===== src/mst_defines.vh =====
// constants of the microstep translator and chopper control block
// assumes a 125 MHz pclk and an apb master with 32-bit data
`ifndef MST_DEFINES_VH
`define MST_DEFINES_VH

// clock rate
`define MST_CLK_MHZ 16'd125

// register byte offsets
`define MST_ADDR_CTRL 12'h000
`define MST_ADDR_STATUS 12'h004
`define MST_ADDR_LEVELS 12'h008

// control register field and reset value
`define MST_CTRL_OFF_LSB 0
`define MST_CTRL_OFF_MSB 7
`define MST_CTRL_OFF_RST 8'h1e

// levels register field positions
`define MST_LVL1_LSB 0
`define MST_LVL1_NEG 14
`define MST_LVL2_LSB 16
`define MST_LVL2_NEG 30

// translator home and reset decay
`define MST_HOME_POS 5'h04
`define MST_DECAY_RST 2'h3

// blank time in ns and its cycle count at 8 ns per cycle
`define MST_BLANK_NS 16'd1000
`define MST_BLANK_CYC 16'd125

// default off-time in us and its cycle count
`define MST_OFF_DEF_US 16'd30
`define MST_OFF_DEF_CYC (`MST_OFF_DEF_US * `MST_CLK_MHZ)

// fast part of mixed decay: 31.25 percent = 5/16
`define MST_FAST_NUM 3'd5
`define MST_FAST_SHIFT 4

// chopper states
`define MST_ST_DIS 2'd0
`define MST_ST_DRV 2'd1
`define MST_ST_OFF 2'd2

// sine magnitudes per eighth step, hundredths of a percent
`define MST_MAG0 14'h0000
`define MST_MAG1 14'h079f
`define MST_MAG2 14'h0ef3
`define MST_MAG3 14'h15b4
`define MST_MAG4 14'h1b9f
`define MST_MAG5 14'h207b
`define MST_MAG6 14'h2417
`define MST_MAG7 14'h2650
`define MST_MAG8 14'h2710

`endif


===== src/mst_translator.v =====
// microstep translator, automatic decay select and two-bridge chopper control
// assumes pins arrive asynchronous to pclk and an apb master on pclk
//
// Function
// reset loads home levels, mixed decay
// step rising edge advances one increment
// resolution inputs pick full/half/quarter/eighth
// resolution sampled only at step edge
// direction low clockwise, high counterclockwise
// lower new level selects mixed decay
// higher or equal level selects slow
// reset holds home, outputs off, steps ignored
// diagonal on, trip turns off switches
// trip level is step percent of full-scale
// off-time default or programmed after trip
// comparator blanked after outputs switch
// regulator fault disables outputs
// enable high disables outputs, translator runs
// overtemp or pump undervoltage disables outputs
// lockout disables outputs, homes translator
// sleep disables outputs, wake homes motor
// controller waits 1 ms after wake
// mixed decay fast for 31.25 percent
// synchronous rectification stops at zero current
// home is 45 degrees, equal currents
// position in eighths, wraps at 32
`include "mst_defines.vh"

module mst_translator (
   // clock and reset
   input wire pclk,
   input wire presetn,
   // apb slave
   input wire psel,
   input wire penable,
   input wire pwrite,
   input wire [11:0] paddr,
   input wire [31:0] pwdata,
   output reg [31:0] prdata,
   output wire pready,
   output reg pslverr,
   // step controller pins
   input wire step,
   input wire dir,
   input wire resolution_select_low,
   input wire resolution_select_high,
   input wire reset_n,
   input wire enable_n,
   input wire sleep_n,
   // supervisor pins
   input wire internal_gate_regulator_fault,
   input wire overtemp_fault,
   input wire charge_pump_supply_low,
   input wire supply_lockout,
   input wire offtime_timing_pin,
   // current sense comparators and zero detect
   input wire phase_one_sense_trip,
   input wire phase_two_sense_trip,
   input wire phase_one_zero_current,
   input wire phase_two_zero_current,
   // current level outputs
   output reg [13:0] phase_one_level,
   output reg phase_one_negative,
   output reg [13:0] phase_two_level,
   output reg phase_two_negative,
   output reg [1:0] decay_mixed,
   // bridge gates {source a, sink a, source b, sink b}
   output wire [3:0] phase_one_gates,
   output wire [3:0] phase_two_gates
);

////////////////////////////////////////////////////////////////////////
// pin synchronisers

wire [15:0] pin_raw;
reg [15:0] s1_ff;
reg [15:0] s2_ff;
reg [15:0] s3_ff;
reg [15:0] pin_ff;
wire [15:0] pin_diff;

assign pin_raw = {phase_two_zero_current, phase_one_zero_current,
                  phase_two_sense_trip, phase_one_sense_trip,
                  offtime_timing_pin, supply_lockout, charge_pump_supply_low,
                  overtemp_fault, internal_gate_regulator_fault,
                  sleep_n, enable_n, reset_n, resolution_select_high,
                  resolution_select_low, dir, step};
assign pin_diff = s2_ff ^ s3_ff;

// edges are found on the filtered level, so a one-cycle glitch never counts
// three stages, value taken once stages two and three agree
always @(posedge pclk or negedge presetn) begin
   if (!presetn) begin
      s1_ff <= 16'h0000;
      s2_ff <= 16'h0000;
      s3_ff <= 16'h0000;
      pin_ff <= 16'h0000;
   end else begin
      s1_ff <= pin_raw;
      s2_ff <= s1_ff;
      s3_ff <= s2_ff;
      pin_ff <= (s2_ff & ~pin_diff) | (pin_ff & pin_diff);
   end
end

wire step_lvl = pin_ff[0];
wire dir_lvl = pin_ff[1];
wire [1:0] res_sel = pin_ff[3:2];
wire rst_pin_n = pin_ff[4];
wire en_pin_n = pin_ff[5];
wire sleep_pin_n = pin_ff[6];
wire reg_fault = pin_ff[7];
wire ot_fault = pin_ff[8];
wire cp_low = pin_ff[9];
wire lockout = pin_ff[10];
wire timing_high = pin_ff[11];
wire [1:0] trip_lvl = pin_ff[13:12];
wire [1:0] zero_lvl = pin_ff[15:14];

////////////////////////////////////////////////////////////////////////
// apb registers

reg [7:0] off_us_ff;
wire apb_setup = psel & ~penable;
wire apb_wr = psel & penable & pwrite;
wire [31:0] status_word;
wire [31:0] levels_word;

// no wait states: every access ends in its first access cycle
assign pready = 1'b1;

// control write, registered read data and error at setup
// status and levels ignore writes and raise no error
always @(posedge pclk or negedge presetn) begin
   if (!presetn) begin
      off_us_ff <= `MST_CTRL_OFF_RST;
      prdata <= 32'h00000000;
      pslverr <= 1'b0;
   end else begin
      if (apb_wr && paddr == `MST_ADDR_CTRL) begin
         off_us_ff <= pwdata[`MST_CTRL_OFF_MSB:`MST_CTRL_OFF_LSB];
      end
      if (apb_setup) begin
         pslverr <= 1'b0;
         case (paddr)
            `MST_ADDR_CTRL: prdata <= {24'h000000, off_us_ff};
            `MST_ADDR_STATUS: prdata <= status_word;
            `MST_ADDR_LEVELS: prdata <= levels_word;
            default: begin
               prdata <= 32'h00000000;
               pslverr <= 1'b1;
            end
         endcase
      end
   end
end

////////////////////////////////////////////////////////////////////////
// translator

// sine magnitude of a position in eighth steps
// the second half of each quarter-cycle pair mirrors the first
function [13:0] mst_mag;
   input [4:0] idx;
   reg [3:0] k;
   begin
      k = idx[3] ? (4'd8 - {1'b0, idx[2:0]}) : {1'b0, idx[2:0]};
      case (k)
         4'd0: mst_mag = `MST_MAG0;
         4'd1: mst_mag = `MST_MAG1;
         4'd2: mst_mag = `MST_MAG2;
         4'd3: mst_mag = `MST_MAG3;
         4'd4: mst_mag = `MST_MAG4;
         4'd5: mst_mag = `MST_MAG5;
         4'd6: mst_mag = `MST_MAG6;
         4'd7: mst_mag = `MST_MAG7;
         default: mst_mag = `MST_MAG8;
      endcase
   end
endfunction

reg [4:0] pos_ff;
reg step_prev_ff;
reg [4:0] step_size;
reg [4:0] nxt_pos;
wire [4:0] nxt_cos_idx;
wire [13:0] nxt_lvl1;
wire [13:0] nxt_lvl2;
wire step_rise;
wire home_hold;

// reset pin, lockout and sleep keep the translator at home
// homing wins over a step, so a step in reset, sleep or lockout is lost
assign home_hold = ~rst_pin_n | lockout | ~sleep_pin_n;
assign step_rise = step_lvl & ~step_prev_ff;

// increment size from resolution select
// full step moves eight eighth-step positions, eighth step moves one
always @* begin
   case (res_sel)
      2'b00: step_size = 5'h08;
      2'b01: step_size = 5'h04;
      2'b10: step_size = 5'h02;
      default: step_size = 5'h01;
   endcase
   nxt_pos = dir_lvl ? (pos_ff + step_size) : (pos_ff - step_size);
end

// phase one follows cosine, phase two sine of the step angle
assign nxt_cos_idx = nxt_pos + 5'h08;
assign nxt_lvl1 = mst_mag(nxt_cos_idx);
assign nxt_lvl2 = mst_mag(nxt_pos);

// position, levels, polarity and automatic decay select
always @(posedge pclk or negedge presetn) begin
   if (!presetn) begin
      step_prev_ff <= 1'b0;
      pos_ff <= `MST_HOME_POS;
      phase_one_level <= `MST_MAG4;
      phase_two_level <= `MST_MAG4;
      phase_one_negative <= 1'b0;
      phase_two_negative <= 1'b0;
      decay_mixed <= `MST_DECAY_RST;
   end else begin
      step_prev_ff <= step_lvl;
      if (home_hold) begin
         pos_ff <= `MST_HOME_POS;
         phase_one_level <= `MST_MAG4;
         phase_two_level <= `MST_MAG4;
         phase_one_negative <= 1'b0;
         phase_two_negative <= 1'b0;
         decay_mixed <= `MST_DECAY_RST;
      end else if (step_rise) begin
         // dir and resolution only matter here
         pos_ff <= nxt_pos;
         phase_one_level <= nxt_lvl1;
         phase_two_level <= nxt_lvl2;
         phase_one_negative <= nxt_cos_idx[4] & (nxt_cos_idx[3:0] != 4'h0);
         phase_two_negative <= nxt_pos[4] & (nxt_pos[3:0] != 4'h0);
         decay_mixed[0] <= nxt_lvl1 < phase_one_level;
         decay_mixed[1] <= nxt_lvl2 < phase_two_level;
      end
   end
end

////////////////////////////////////////////////////////////////////////
// output permission and chopper timing

wire drive_ok;
wire [15:0] off_cyc;
wire [18:0] fast_prod;
wire [15:0] fast_cyc;
wire [15:0] slow_start;
wire [15:0] blank_cyc;
wire [1:0] neg_vec;
wire [1:0] chop_off;
wire [7:0] gate_vec;

// every fault, enable, sleep and reset path removes drive
assign drive_ok = rst_pin_n & ~en_pin_n & sleep_pin_n
                  & ~reg_fault
                  & ~ot_fault & ~cp_low
                  & ~lockout;

// off-time: fixed default with pin high, else programmed
assign off_cyc = timing_high ? `MST_OFF_DEF_CYC : ({8'h00, off_us_ff} * `MST_CLK_MHZ);
// the fast share is cut to whole cycles, never longer than 5/16
assign fast_prod = off_cyc * `MST_FAST_NUM;
assign fast_cyc = {1'b0, fast_prod[18:`MST_FAST_SHIFT]};
assign slow_start = off_cyc - fast_cyc;
assign blank_cyc = `MST_BLANK_CYC;
assign neg_vec = {phase_two_negative, phase_one_negative};

assign phase_one_gates = gate_vec[3:0];
assign phase_two_gates = gate_vec[7:4];

genvar g;
generate
   for (g = 0; g < 2; g = g + 1) begin : chop
      reg [1:0] st_ff;
      reg [15:0] cnt_ff;
      reg [15:0] blank_ff;
      reg mix_ff;
      reg [3:0] gate_ff;
      reg [3:0] nxt_gate;
      wire [3:0] fwd;
      wire [3:0] rev;

      // diagonal pair for the present polarity and its reverse
      assign fwd = neg_vec[g] ? 4'h6 : 4'h9;
      assign rev = neg_vec[g] ? 4'h9 : 4'h6;
      assign gate_vec[4*g+3:4*g] = gate_ff;
      assign chop_off[g] = (st_ff == `MST_ST_OFF);

      // on, trip after blanking, one-shot off-time
      always @(posedge pclk or negedge presetn) begin
         if (!presetn) begin
            st_ff <= `MST_ST_DIS;
            cnt_ff <= 16'h0000;
            blank_ff <= 16'h0000;
            mix_ff <= 1'b1;
         end else begin
            case (st_ff)
               `MST_ST_DIS: begin
                  // blanking restarts whenever drive returns
                  if (drive_ok) begin
                     st_ff <= `MST_ST_DRV;
                     blank_ff <= blank_cyc;
                  end
               end
               `MST_ST_DRV: begin
                  if (!drive_ok) begin
                     st_ff <= `MST_ST_DIS;
                  end else if (blank_ff != 16'h0000) begin
                     blank_ff <= blank_ff - 16'h0001;
                  end else if (trip_lvl[g]) begin
                     // decay mode latched here, a later step acts from the next trip
                     st_ff <= `MST_ST_OFF;
                     cnt_ff <= off_cyc;
                     mix_ff <= decay_mixed[g];
                  end
               end
               `MST_ST_OFF: begin
                  if (!drive_ok) begin
                     st_ff <= `MST_ST_DIS;
                  end else if (cnt_ff <= 16'h0001) begin
                     st_ff <= `MST_ST_DRV;
                     blank_ff <= blank_cyc;
                  end else begin
                     cnt_ff <= cnt_ff - 16'h0001;
                  end
               end
               default: st_ff <= `MST_ST_DIS;
            endcase
         end
      end

      // gate pattern: drive, fast reverse, slow sinks, or all off
      always @* begin
         case (st_ff)
            `MST_ST_DRV: nxt_gate = fwd;
            `MST_ST_OFF: begin
               if (zero_lvl[g]) begin
                  nxt_gate = 4'h0;
               end else if (mix_ff && cnt_ff > slow_start) begin
                  nxt_gate = rev;
               end else begin
                  nxt_gate = 4'h5;
               end
            end
            default: nxt_gate = 4'h0;
         endcase
      end

      // registered gates, cut at once when drive is withdrawn
      // one cycle of gate lag keeps every pattern change glitch free
      always @(posedge pclk or negedge presetn) begin
         if (!presetn) begin
            gate_ff <= 4'h0;
         end else begin
            gate_ff <= drive_ok ? nxt_gate : 4'h0;
         end
      end
   end
endgenerate

////////////////////////////////////////////////////////////////////////
// readback words

// status: [14:10] supervisor pins, [9:8] off-time per phase,
// [7] drive allowed, [6:5] decay, [4:0] position
assign status_word = {17'h00000, timing_high, lockout, cp_low, ot_fault, reg_fault,
                      chop_off, drive_ok, decay_mixed, pos_ff};
assign levels_word = {1'b0, phase_two_negative, phase_two_level,
                      1'b0, phase_one_negative, phase_one_level};

endmodule


===== config.mk =====
export PLATFORM = sky130hd
export DESIGN_NAME = mst_translator
export DESIGN_NICKNAME = d
export VERILOG_FILES = /design/src/mst_translator.v
export VERILOG_INCLUDE_DIRS = /design/src /design/src/src
export SDC_FILE = /design/constraint.sdc
export NUM_CORES = 1
export LEC_CHECK = 0
export BUFFER_PORTS_ARGS = -buffer_cell sky130_fd_sc_hd__buf_2
export CAP_MARGIN = 20
export CORE_MARGIN = 2
export CORE_UTILIZATION = 42
export DETAILED_ROUTE_END_ITERATION = 10
export SLEW_MARGIN = 25
export SYNTH_ARGS = -nofsm -noshare
export SYNTH_HDL_FRONTEND = slang
export SYNTH_SLANG_ARGS = --single-unit

===== constraint.sdc =====
create_clock -name pclk -period 21 [get_ports pclk]
set_input_delay 3.15 -clock pclk [delete_from_list [all_inputs] [get_ports pclk]]
set_output_delay 3.15 -clock pclk [all_outputs]
set_load 0.01 [all_outputs]

# After elaboration in Yosys (flattened, before gate mapping)
# Memories as Yosys holds them, arrays and structs flattened.
# Index checks and enable logic that the tools add are counted.
[op_classes]
addsub = 10
mul = 2
order_cmp = 6
n_eq_ne = 30
muxes = 69
bitwise_logic = 30
n_reduce_logical = 25
[ops]
columns = ["cell", "n"]
rows = [
  ["$mux 16", 19],
  ["$pmux 16 s3", 2],
  ["$pmux 31 s3", 1],
  ["$mux 14", 6],
  ["$pmux 16 s2", 2],
  ["$sub 16x1->16 const B", 4],
  ["$mux 4", 12],
  ["$and 16x16->16", 2],
  ["$gt 16x16->1", 2],
  ["$le 16x1->1 const B", 2],
  ["$reduce_bool 16->1", 2],
  ["$lt 14x14->1", 2],
  ["$ne 2x2->1 const B", 14],
  ["$mux 2", 13],
  ["$reduce_and 6->1", 4],
  ["$mul 15x3->18 const B", 1],
  ["$not 16->16", 1],
  ["$or 16x16->16", 1],
  ["$pmux 4 s2", 2],
  ["$reduce_and 4->1", 4],
  ["$sub 15x14->16", 1],
  ["$xor 16x16->16", 1],
  ["$mul 8x7->15 const B", 1],
  ["$mux 15", 1],
  ["25 further kinds", 72],
]
[word_totals]
register_bits = 221
mem_bits_ro = 224
input_bits = 65
out_inout_bits = 74
wordCells = 198
n_memories = 2
[memory_table]
columns = ["memory", "words", "word_bits", "rd", "rd_ports_with_merged_regs", "wr", "line_no", "text"]
rows = [
  ["(name not given)", 8, 14, 1, 0, 0, "mst_translator.v:168", "case (k)"],
  ["(name not given)", 8, 14, 1, 0, 0, "mst_translator.v:168", ""],
]

# Longest topological paths before layout
# Gate-level depths: netlist (run 1).
# An unclocked memory read counts as a cell.
[depth]
depth_word = 12
mapped_depth = 37

# Least setup slack after synthesis (run 1)
# OpenSTA, ideal clock, no wires.
[synth_timing]
path_kind = "reg2reg"
start = "register off_us_ff[1]"
end = "register chop[1].gate_ff[0], in the netlist phase_two_gates[0]"
arrival_time_ps = 7883
required_ps = 20918
path_slack_ps = 13035
stages_incl_launch_ff = 35
cell_sequence = "dfstp_2 -> fa_1 -> xor2_1 -> ha_1 -> fa_1 -> inv_1 -> fa_1 -> inv_1 -> ha_1 -> o21ai_0 -> a21boi_0 -> o21ai_0 -> a21boi_0 -> o21ai_0 -> a21boi_0 -> o21bai_1 -> ha_1 -> ha_1 -> and3_1 -> a21oi_1 -> nand3b_1 -> xnor2_1 -> ha_1 -> o21ai_0 -> o21bai_1 -> o41ai_1 -> o211ai_1 -> a311o_1 -> ha_1 -> nand2_1 -> nor4_1 -> a31oi_1 -> a21boi_2 -> nand2b_1 -> a31oi_1"
[synth_between]
elab_chain_len = 10
[synth_rtl]
columns = ["item", "line_no", "text"]
rows = [
  ["start: declaration", "mst_translator.v:123", "reg [7:0] off_us_ff;"],
  ["start signal: assignment", "mst_translator.v:136", "off_us_ff <= `MST_CTRL_OFF_RST;"],
  ["start signal: assignment", "mst_translator.v:141", "off_us_ff <= pwdata[`MST_CTRL_OFF_MSB:`MST_CTRL_OFF_LSB];"],
  ["$mul 8x7->15 (no source line) *", "-", ""],
  ["$mux 15 *", "mst_translator.v:266", "assign off_cyc = timing_high ? `MST_OFF_DEF_CYC : ({8'h00, off_us_ff} * `MST_CLK_MHZ);"],
  ["$mul 15x3->18 (no source line)", "-", ""],
  ["$sub 15x14->16 *", "mst_translator.v:270", "assign slow_start = off_cyc - fast_cyc;"],
  ["$gt 16x16->1 *", "mst_translator.v:345", "end else if (mix_ff && cnt_ff > slow_start) begin"],
  ["$logic_and 1x1->1 *", "mst_translator.v:345", ""],
  ["$mux 4 *", "mst_translator.v:345", ""],
  ["$mux 4 *", "mst_translator.v:343", "if (zero_lvl[g]) begin"],
  ["$pmux 4 s2 *", "mst_translator.v:340", "case (st_ff)"],
  ["$mux 4 *", "mst_translator.v:361", "gate_ff <= drive_ok ? nxt_gate : 4'h0;"],
  ["end signal: assignment", "mst_translator.v:361", ""],
  ["end: declaration", "mst_translator.v:284", "reg [3:0] gate_ff;"],
]
# Every way passes the cells marked *; elsewhere a longest branch is shown, timed or not.
# A chain may end at the register's enable or synchronous reset.

# Worst setup path in the final report (run 1)
# Same ends and word-level chain as after synthesis.

==> flow_summary.ini, run 1 <==
[place]
dp_hpwl_mm = 24.6
gp_congestion = 0.889
port_buffers = 111

[final_layout]
synthToLayoutAreaGrowth_pct = 13.1
diodes = 0
utilization = 0.480
fin_nets = 1842
drive_gt1_frac = 0.149

[synth]
yosysWarnings = 0
synth.ff_latch_count = 216
avgSynthCellArea_sq_um = 9.36
async_flop_share = 1.00
synth_ff_type = dfrtp_1
syn_inst = 1511
synth_edf_count = 0
ys_seq_area_frac = 0.385
synth_area_sq_um = 14100
synth.distinct_cells = 80

[global_route]
overflow = 0
track_usage = 0.189
grt_pass1_vias = 10800
grt_pass1_wl_mm = 55.0
grt_max_degree = 86
antenna_found_initial = 0

[worst_setup_path]
critPathArrivalTime_ns = 9.75
path_class = reg2reg
r2r_setup_slack_ns = 11.64
startpoint_type = flop
r2r_cells = 34
worst_r2r_endpoint = phase_two_gates[0]
cp-endpoint = phase_two_gates[0]
crit_family = compound AO/OA/AOI/OAI gates
reg2reg_from = off_us_ff[1]
critPathLaunch = off_us_ff[1]
crit_top_cell = ha_1
path_max_fanout = 8
critical_path.endpoint_type = flop
crit_required_ns = 21.39
crit_cells = 34
cp_slowest_cell = dfstp_2
crit_buf_inv = 2
critPathMaxStageDelay_ns = 0.66

[routing]
first_pass_iters = 5
remaining_drc_errors = 0
drtIter0Drc = 539
routed_wl_mm = 33.1
num_vias = 11000
wire_per_inst_microns = 16.0
ant_nets = 0
viasPerCell = 5.32

[floorplanning]
num_rows = 67
initial_core_util = 0.424
core_area_sq_um = 33400
io_pins = 139
die_w_microns = 188
die-height_microns = 188
fp.dieArea_sq_um = 35200

[clocking]
root_buffer = clkbuf_16
worstSkewPairLatency_ns = 0.53
cts.sinks = 216
cts_resized = 0
clockBufferDepth = 3
clk_pin_slew_ns = 0.06
htree_num_levels = 1
cts_tree = done
postCtsSetupRepairBufs = 0
cts_made_buffers = 27
hold_buffers = 0

[power]
pwr-share-comb = 0.347
powerDensity_nw_per_um2 = 93.7
p_leak_uw = 0.00769
swShare = 0.358
ir_worst_vdd_uv = 70.0
seqPwrFrac = 0.337
clkPwrFrac = 0.316
p_sw_uw = 537
p_int_uw = 962

[sta]
fin_setup_tns_ns = 0
max_freq_ghz = 0.107
finalClockSkew_ns = 0.0121
worstMarginPinSlew_ns = 1.02
relSlewSlack = 0.322
finalCritPeriodShare = 0.446
slew_viol_final = 0
finalCriticalPeriod_ns = 9.36
hold_viol_final = 0
rsz0062_at_grt = false
setup_viol = 0

[worst_hold_path]
hold_class = reg2reg

[outcome]
status = complete, no violations

[job]
maxCapViolCount = 0
metal layers:
metal  up-vias  wire length, microns  GRT usage
li1       5468                     -          -
met1      5287                 15800      0.269
met2       224                 15100      0.308
met3        46                  1390     0.0219
met4         0                   792     0.0497
met5         -                     0          0
power groups by stage:
stage	Sequential, uW	Clock [uW]	Combinational (uW)
global placement	511	0	509
CTS	506	486	522
finish	506	473	521
detailed placement	512	0	519
global route	513	502	594
floorplan	500	0	408
Yosys cell counts (4+ instances only):
library cell  instances  area (sq um)
mux2i_1              14           140
ha_1                148          1850
xor2_1               26           228
nand2_1             147           552
o22ai_1              21           131
o21ai_0              97           485
or4_4                 4          45.0
a21boi_0              6          45.0
a211o_1               7          61.3
nand3b_1              4          30.0
and3_1                4          25.0
a31oi_1              14          87.6
inv_1               109           409
clkbuf_1             41           154
nand2b_1             25           156
nor2_1              126           473
nor3_1               32           160
nor4_1               10          62.6
fa_1                 24           480
dfstp_2              27           709
o211ai_1             16           120
dfrtp_1             189          4730
buf_6                 5          56.3
o31ai_1               6          45.0
nand4_1              12          75.1
xnor3_1               4          90.1
buf_4                 8          60.1
or2_2                 7          43.8
nor2b_1              22           138
a21o_1               19           143
nand3_1              51           255
a22oi_1               9          67.6
or3_1                16           100
and2_1               10          62.6
a211oi_1             12          90.1
o21bai_1              8          60.1
xnor2_1              40           350
maj3_1               16           160
mux2_2                6          67.6
a21oi_1             104           521
placed cells by master (no fill, tap or decap), drive strengths merged, types with 15 or more instances in the layout:
master / count
a21o: 19
a21oi: 106
buf: 122
clkbuf: 32
dfrtp: 189
dfstp: 27
fa: 24
ha: 148
inv: 111
maj3: 16
nand2: 150
nand2b: 27
nand3: 51
nor2: 126
nor2b: 22
nor3: 35
nor4: 15
o211ai: 16
o21ai: 99
o22ai: 21
or3: 18
xnor2: 40
xor2: 26
logic make-up after synthesis:
logic type	after synthesis	share of synthesized area
multiplexers	20	0.0147
buffers and inverters	167	0.0492
other	2	0.000531
AO/OA/AOI/OAI	354	0.156
AND/OR/NAND/NOR	494	0.172
flip-flops	216	0.385
adder cells (fa/ha/maj)	188	0.176
XOR/XNOR	70	0.0472
worst min-delay path by stage:
stage	start	endpoint	slack, ns	cells past startpoint
6_report	s1_ff[14]	s2_ff[14]	0.35	0
5_1_grt	s1_ff[14]	s2_ff[14]	0.36	0
4_1_cts	s1_ff[14]	s2_ff[14]	0.35	0
3_5_place_dp	s1_ff[15]	s2_ff[15]	0.34	0
3_3_place_gp	s1_ff[15]	s2_ff[15]	0.33	0
2_1_floorplan	s1_ff[0]	s2_ff[0]	0.33	0
cell type report:
cell class	instances	area [sq um]
fill	3208	17400
multi-input combinational	1129	8020
sequential	216	5440
clock buffer	32	734
timing repair buffer	122	652
tap	448	561
inverter	109	409
clock inverter	17	183
through the flow:
| step | setup WS, ns | cells | area, sq um | hold WS (ns) | total power (uW) |
|---|---|---|---|---|---|
| after floorplan | 13.04 | 1512 | 14100 | 0.331 | 908 |
| after global placement | 11.68 | 2024 | 15100 | 0.334 | 1020 |
| after detailed placement | 11.68 | 2024 | 15100 | 0.336 | 1030 |
| after CTS | 11.62 | 2073 | 16000 | 0.349 | 1510 |
| after global routing | 11.00 | 2073 | 16000 | 0.356 | 1610 |
| final | 11.64 | 2073 | 16000 | 0.346 | 1500 |
state kept, by name, summed over array words and instances, names as in the netlist, 8 cells and up, named ones only:
signal	flops
off_us_ff	8
s3_ff	16
chop.blank_ff	32
phase_two_level	13
prdata	29
s2_ff	16
s1_ff	16
chop.cnt_ff	32
phase_one_level	13
No activity file was read; power rests on OpenSTA's default activity.
==> run 2, diff against run 1 <==
==> constraint.sdc (replaced) <==
create_clock -name pclk -period 8.8 [get_ports pclk]
set_input_delay 1.32 -clock pclk [delete_from_list [all_inputs] [get_ports pclk]]
set_output_delay 1.32 -clock pclk [all_outputs]
set_load 0.01 [all_outputs]
==> flow_summary.ini, run 2 (synthesis results as in run 1) <==
[sta]
finalClockSkew_ns = 0.00852
max_freq_ghz = 0.121
fin_setup_tns_ns = 0
relSlewSlack = 0.370
worstMarginPinSlew_ns = 0.939
finalCriticalPeriod_ns = 8.25
finalCritPeriodShare = 0.938
setup_viol = 0
hold_viol_final = 0
slew_viol_final = 0

[routing]
remaining_drc_errors = 0
drtIter0Drc = 522
routed_wl_mm = 33.5
ant_nets = 0
num_vias = 11100
wire_per_inst_microns = 16.0
first_pass_iters = 5
viasPerCell = 5.30

[clocking]
clk_pin_slew_ns = 0.06
cts_made_buffers = 26
cts.sinks = 216
hold_buffers = 0
htree_num_levels = 1
root_buffer = clkbuf_16
worstSkewPairLatency_ns = 0.53
clockBufferDepth = 3
cts_tree = done

[power]
p_leak_uw = 0.00781
ir_worst_vdd_uv = 166
powerDensity_nw_per_um2 = 222

[place]
place_area_sq_um = 15200
port_buffers = 111
dp_hpwl_mm = 24.9
gp_congestion = 0.890

[final_layout]
mostFrequentLayoutCell = dfrtp_1
fin_area_sq_um = 16200
drive_gt1_frac = 0.163
fin_nets = 1864
diodes = 0
final_cell_mix = 189 x dfrtp_1, 148 x ha_1, 147 x nand2_1
utilization = 0.486
largest_registers = chop.blank_ff (32), chop.cnt_ff (32), prdata (29)
synthToLayoutAreaGrowth_pct = 14.6

[worst_setup_path]
critPathArrivalTime_ns = 8.70
critical_path.endpoint_type = flop
crit_top_cell = ha_1
startpoint_type = flop
critPathMaxStageDelay_ns = 0.55
path_class = reg2reg
crit_required_ns = 9.24
path_max_fanout = 3
cp_slowest_cell = dfstp_2
reg2reg_from = off_us_ff[2]
critPathLaunch = off_us_ff[2]

[worst_hold_path]
hold_class = reg2reg
hp-start = s1_ff[9]

[global_route]
grt_max_degree = 81
grt_pass1_vias = 10700
antenna_found_initial = 0
track_usage = 0.192
overflow = 0
grt_pass1_wl_mm = 55.5

[floorplanning]
die-height_microns = 188
die_w_microns = 188
initial_core_util = 0.424
io_pins = 139
fp.dieArea_sq_um = 35200
num_rows = 67
core_area_sq_um = 33400

[job]
maxCapViolCount = 0

[outcome]
status = complete, no violations
==> run 2: changes by cell type in the layout (fill, tap and decap cells not counted), moves of 2 or more <==
cell	change
a21boi_2	+3
o21ai_1	+2
nor4_1	-2
clkbuf_1	+3
nor4_2	+2
o21ai_0	-3
clkinv_2	-2
buf_4	+22
clkinvlp_4	-3
a21boi_0	-3
clkbuf_8	+3
==> run 2: timing repair <==
action                                 in CTS  in global routing
buffers inserted                            0                  2
resized for setup                           0                 14
setup endpoints to repair                   0                  8
endpoints found under the hold margin       0                  0
==> run 2: stage by stage <==
stage / setup slack [ns] / hold slack, ns / total power (uW) / std cells
4_1_cts: 0.0910 / 0.342 / 3610 / 2093
3_5_place_dp: 0.157 / 0.336 / 2480 / 2045
6_report: 0.547 / 0.344 / 3600 / 2095
3_3_place_gp: 0.214 / 0.332 / 2450 / 2045
2_1_floorplan: 0.835 / 0.331 / 2170 / 1512
5_1_grt: -0.0247 / 0.346 / 3850 / 2095
==> run 2: area by class of cell <==
class                           count  area, sq um
Multi-Input combinational cell   1129         8060
Inverter                          109          409
Clock buffer                       38          787
Fill cell                        3215        17200
Clock inverter                     10          116
Tap cell                          448          561
Timing Repair Buffer              145          828
Sequential cell                   216         5440
==> run 2: where the power goes <==
part           leakage [uW]  internal (uW)  switching [uW]  total [uW]
logic               0.00465            540             744        1280
registers           0.00272           1100             113        1210
clock network      0.000443            679             425        1100
==> run 2: worst paths after layout <==
check | endpoint | slack, ns | cells past startpoint
setup / recovery | phase_two_gates[0] | 0.55 | 37
hold reg to reg | s2_ff[9] | 0.34 | 0
hold / removal | s2_ff[9] | 0.34 | 0
setup reg to reg | phase_two_gates[0] | 0.55 | 37
min in group asynchronous | chop[0].cnt_ff[12] | 0.75 | 1
max in group asynchronous | phase_two_negative | 6.96 | 2
==> run 2: layer usage <==
| layer | track usage | part of all wire |
|---|---|---|
| met2 | 0.314 | 0.45 |
| met1 | 0.269 | 0.48 |
| met5 | 0 | 0 |
| met3 | 0.0260 | 0.039 |
| met4 | 0.0482 | 0.026 |
==> run 2: worst max-delay path, delay by kind of cell (launching register included) <==
kind            cells  cell delay (ns)
fa+ha+maj           9             3.22
flops               1             0.55
xor+xnor            3             0.54
compound gates     13             2.20
simple gates        8             1.23
buf+inv             4             0.42
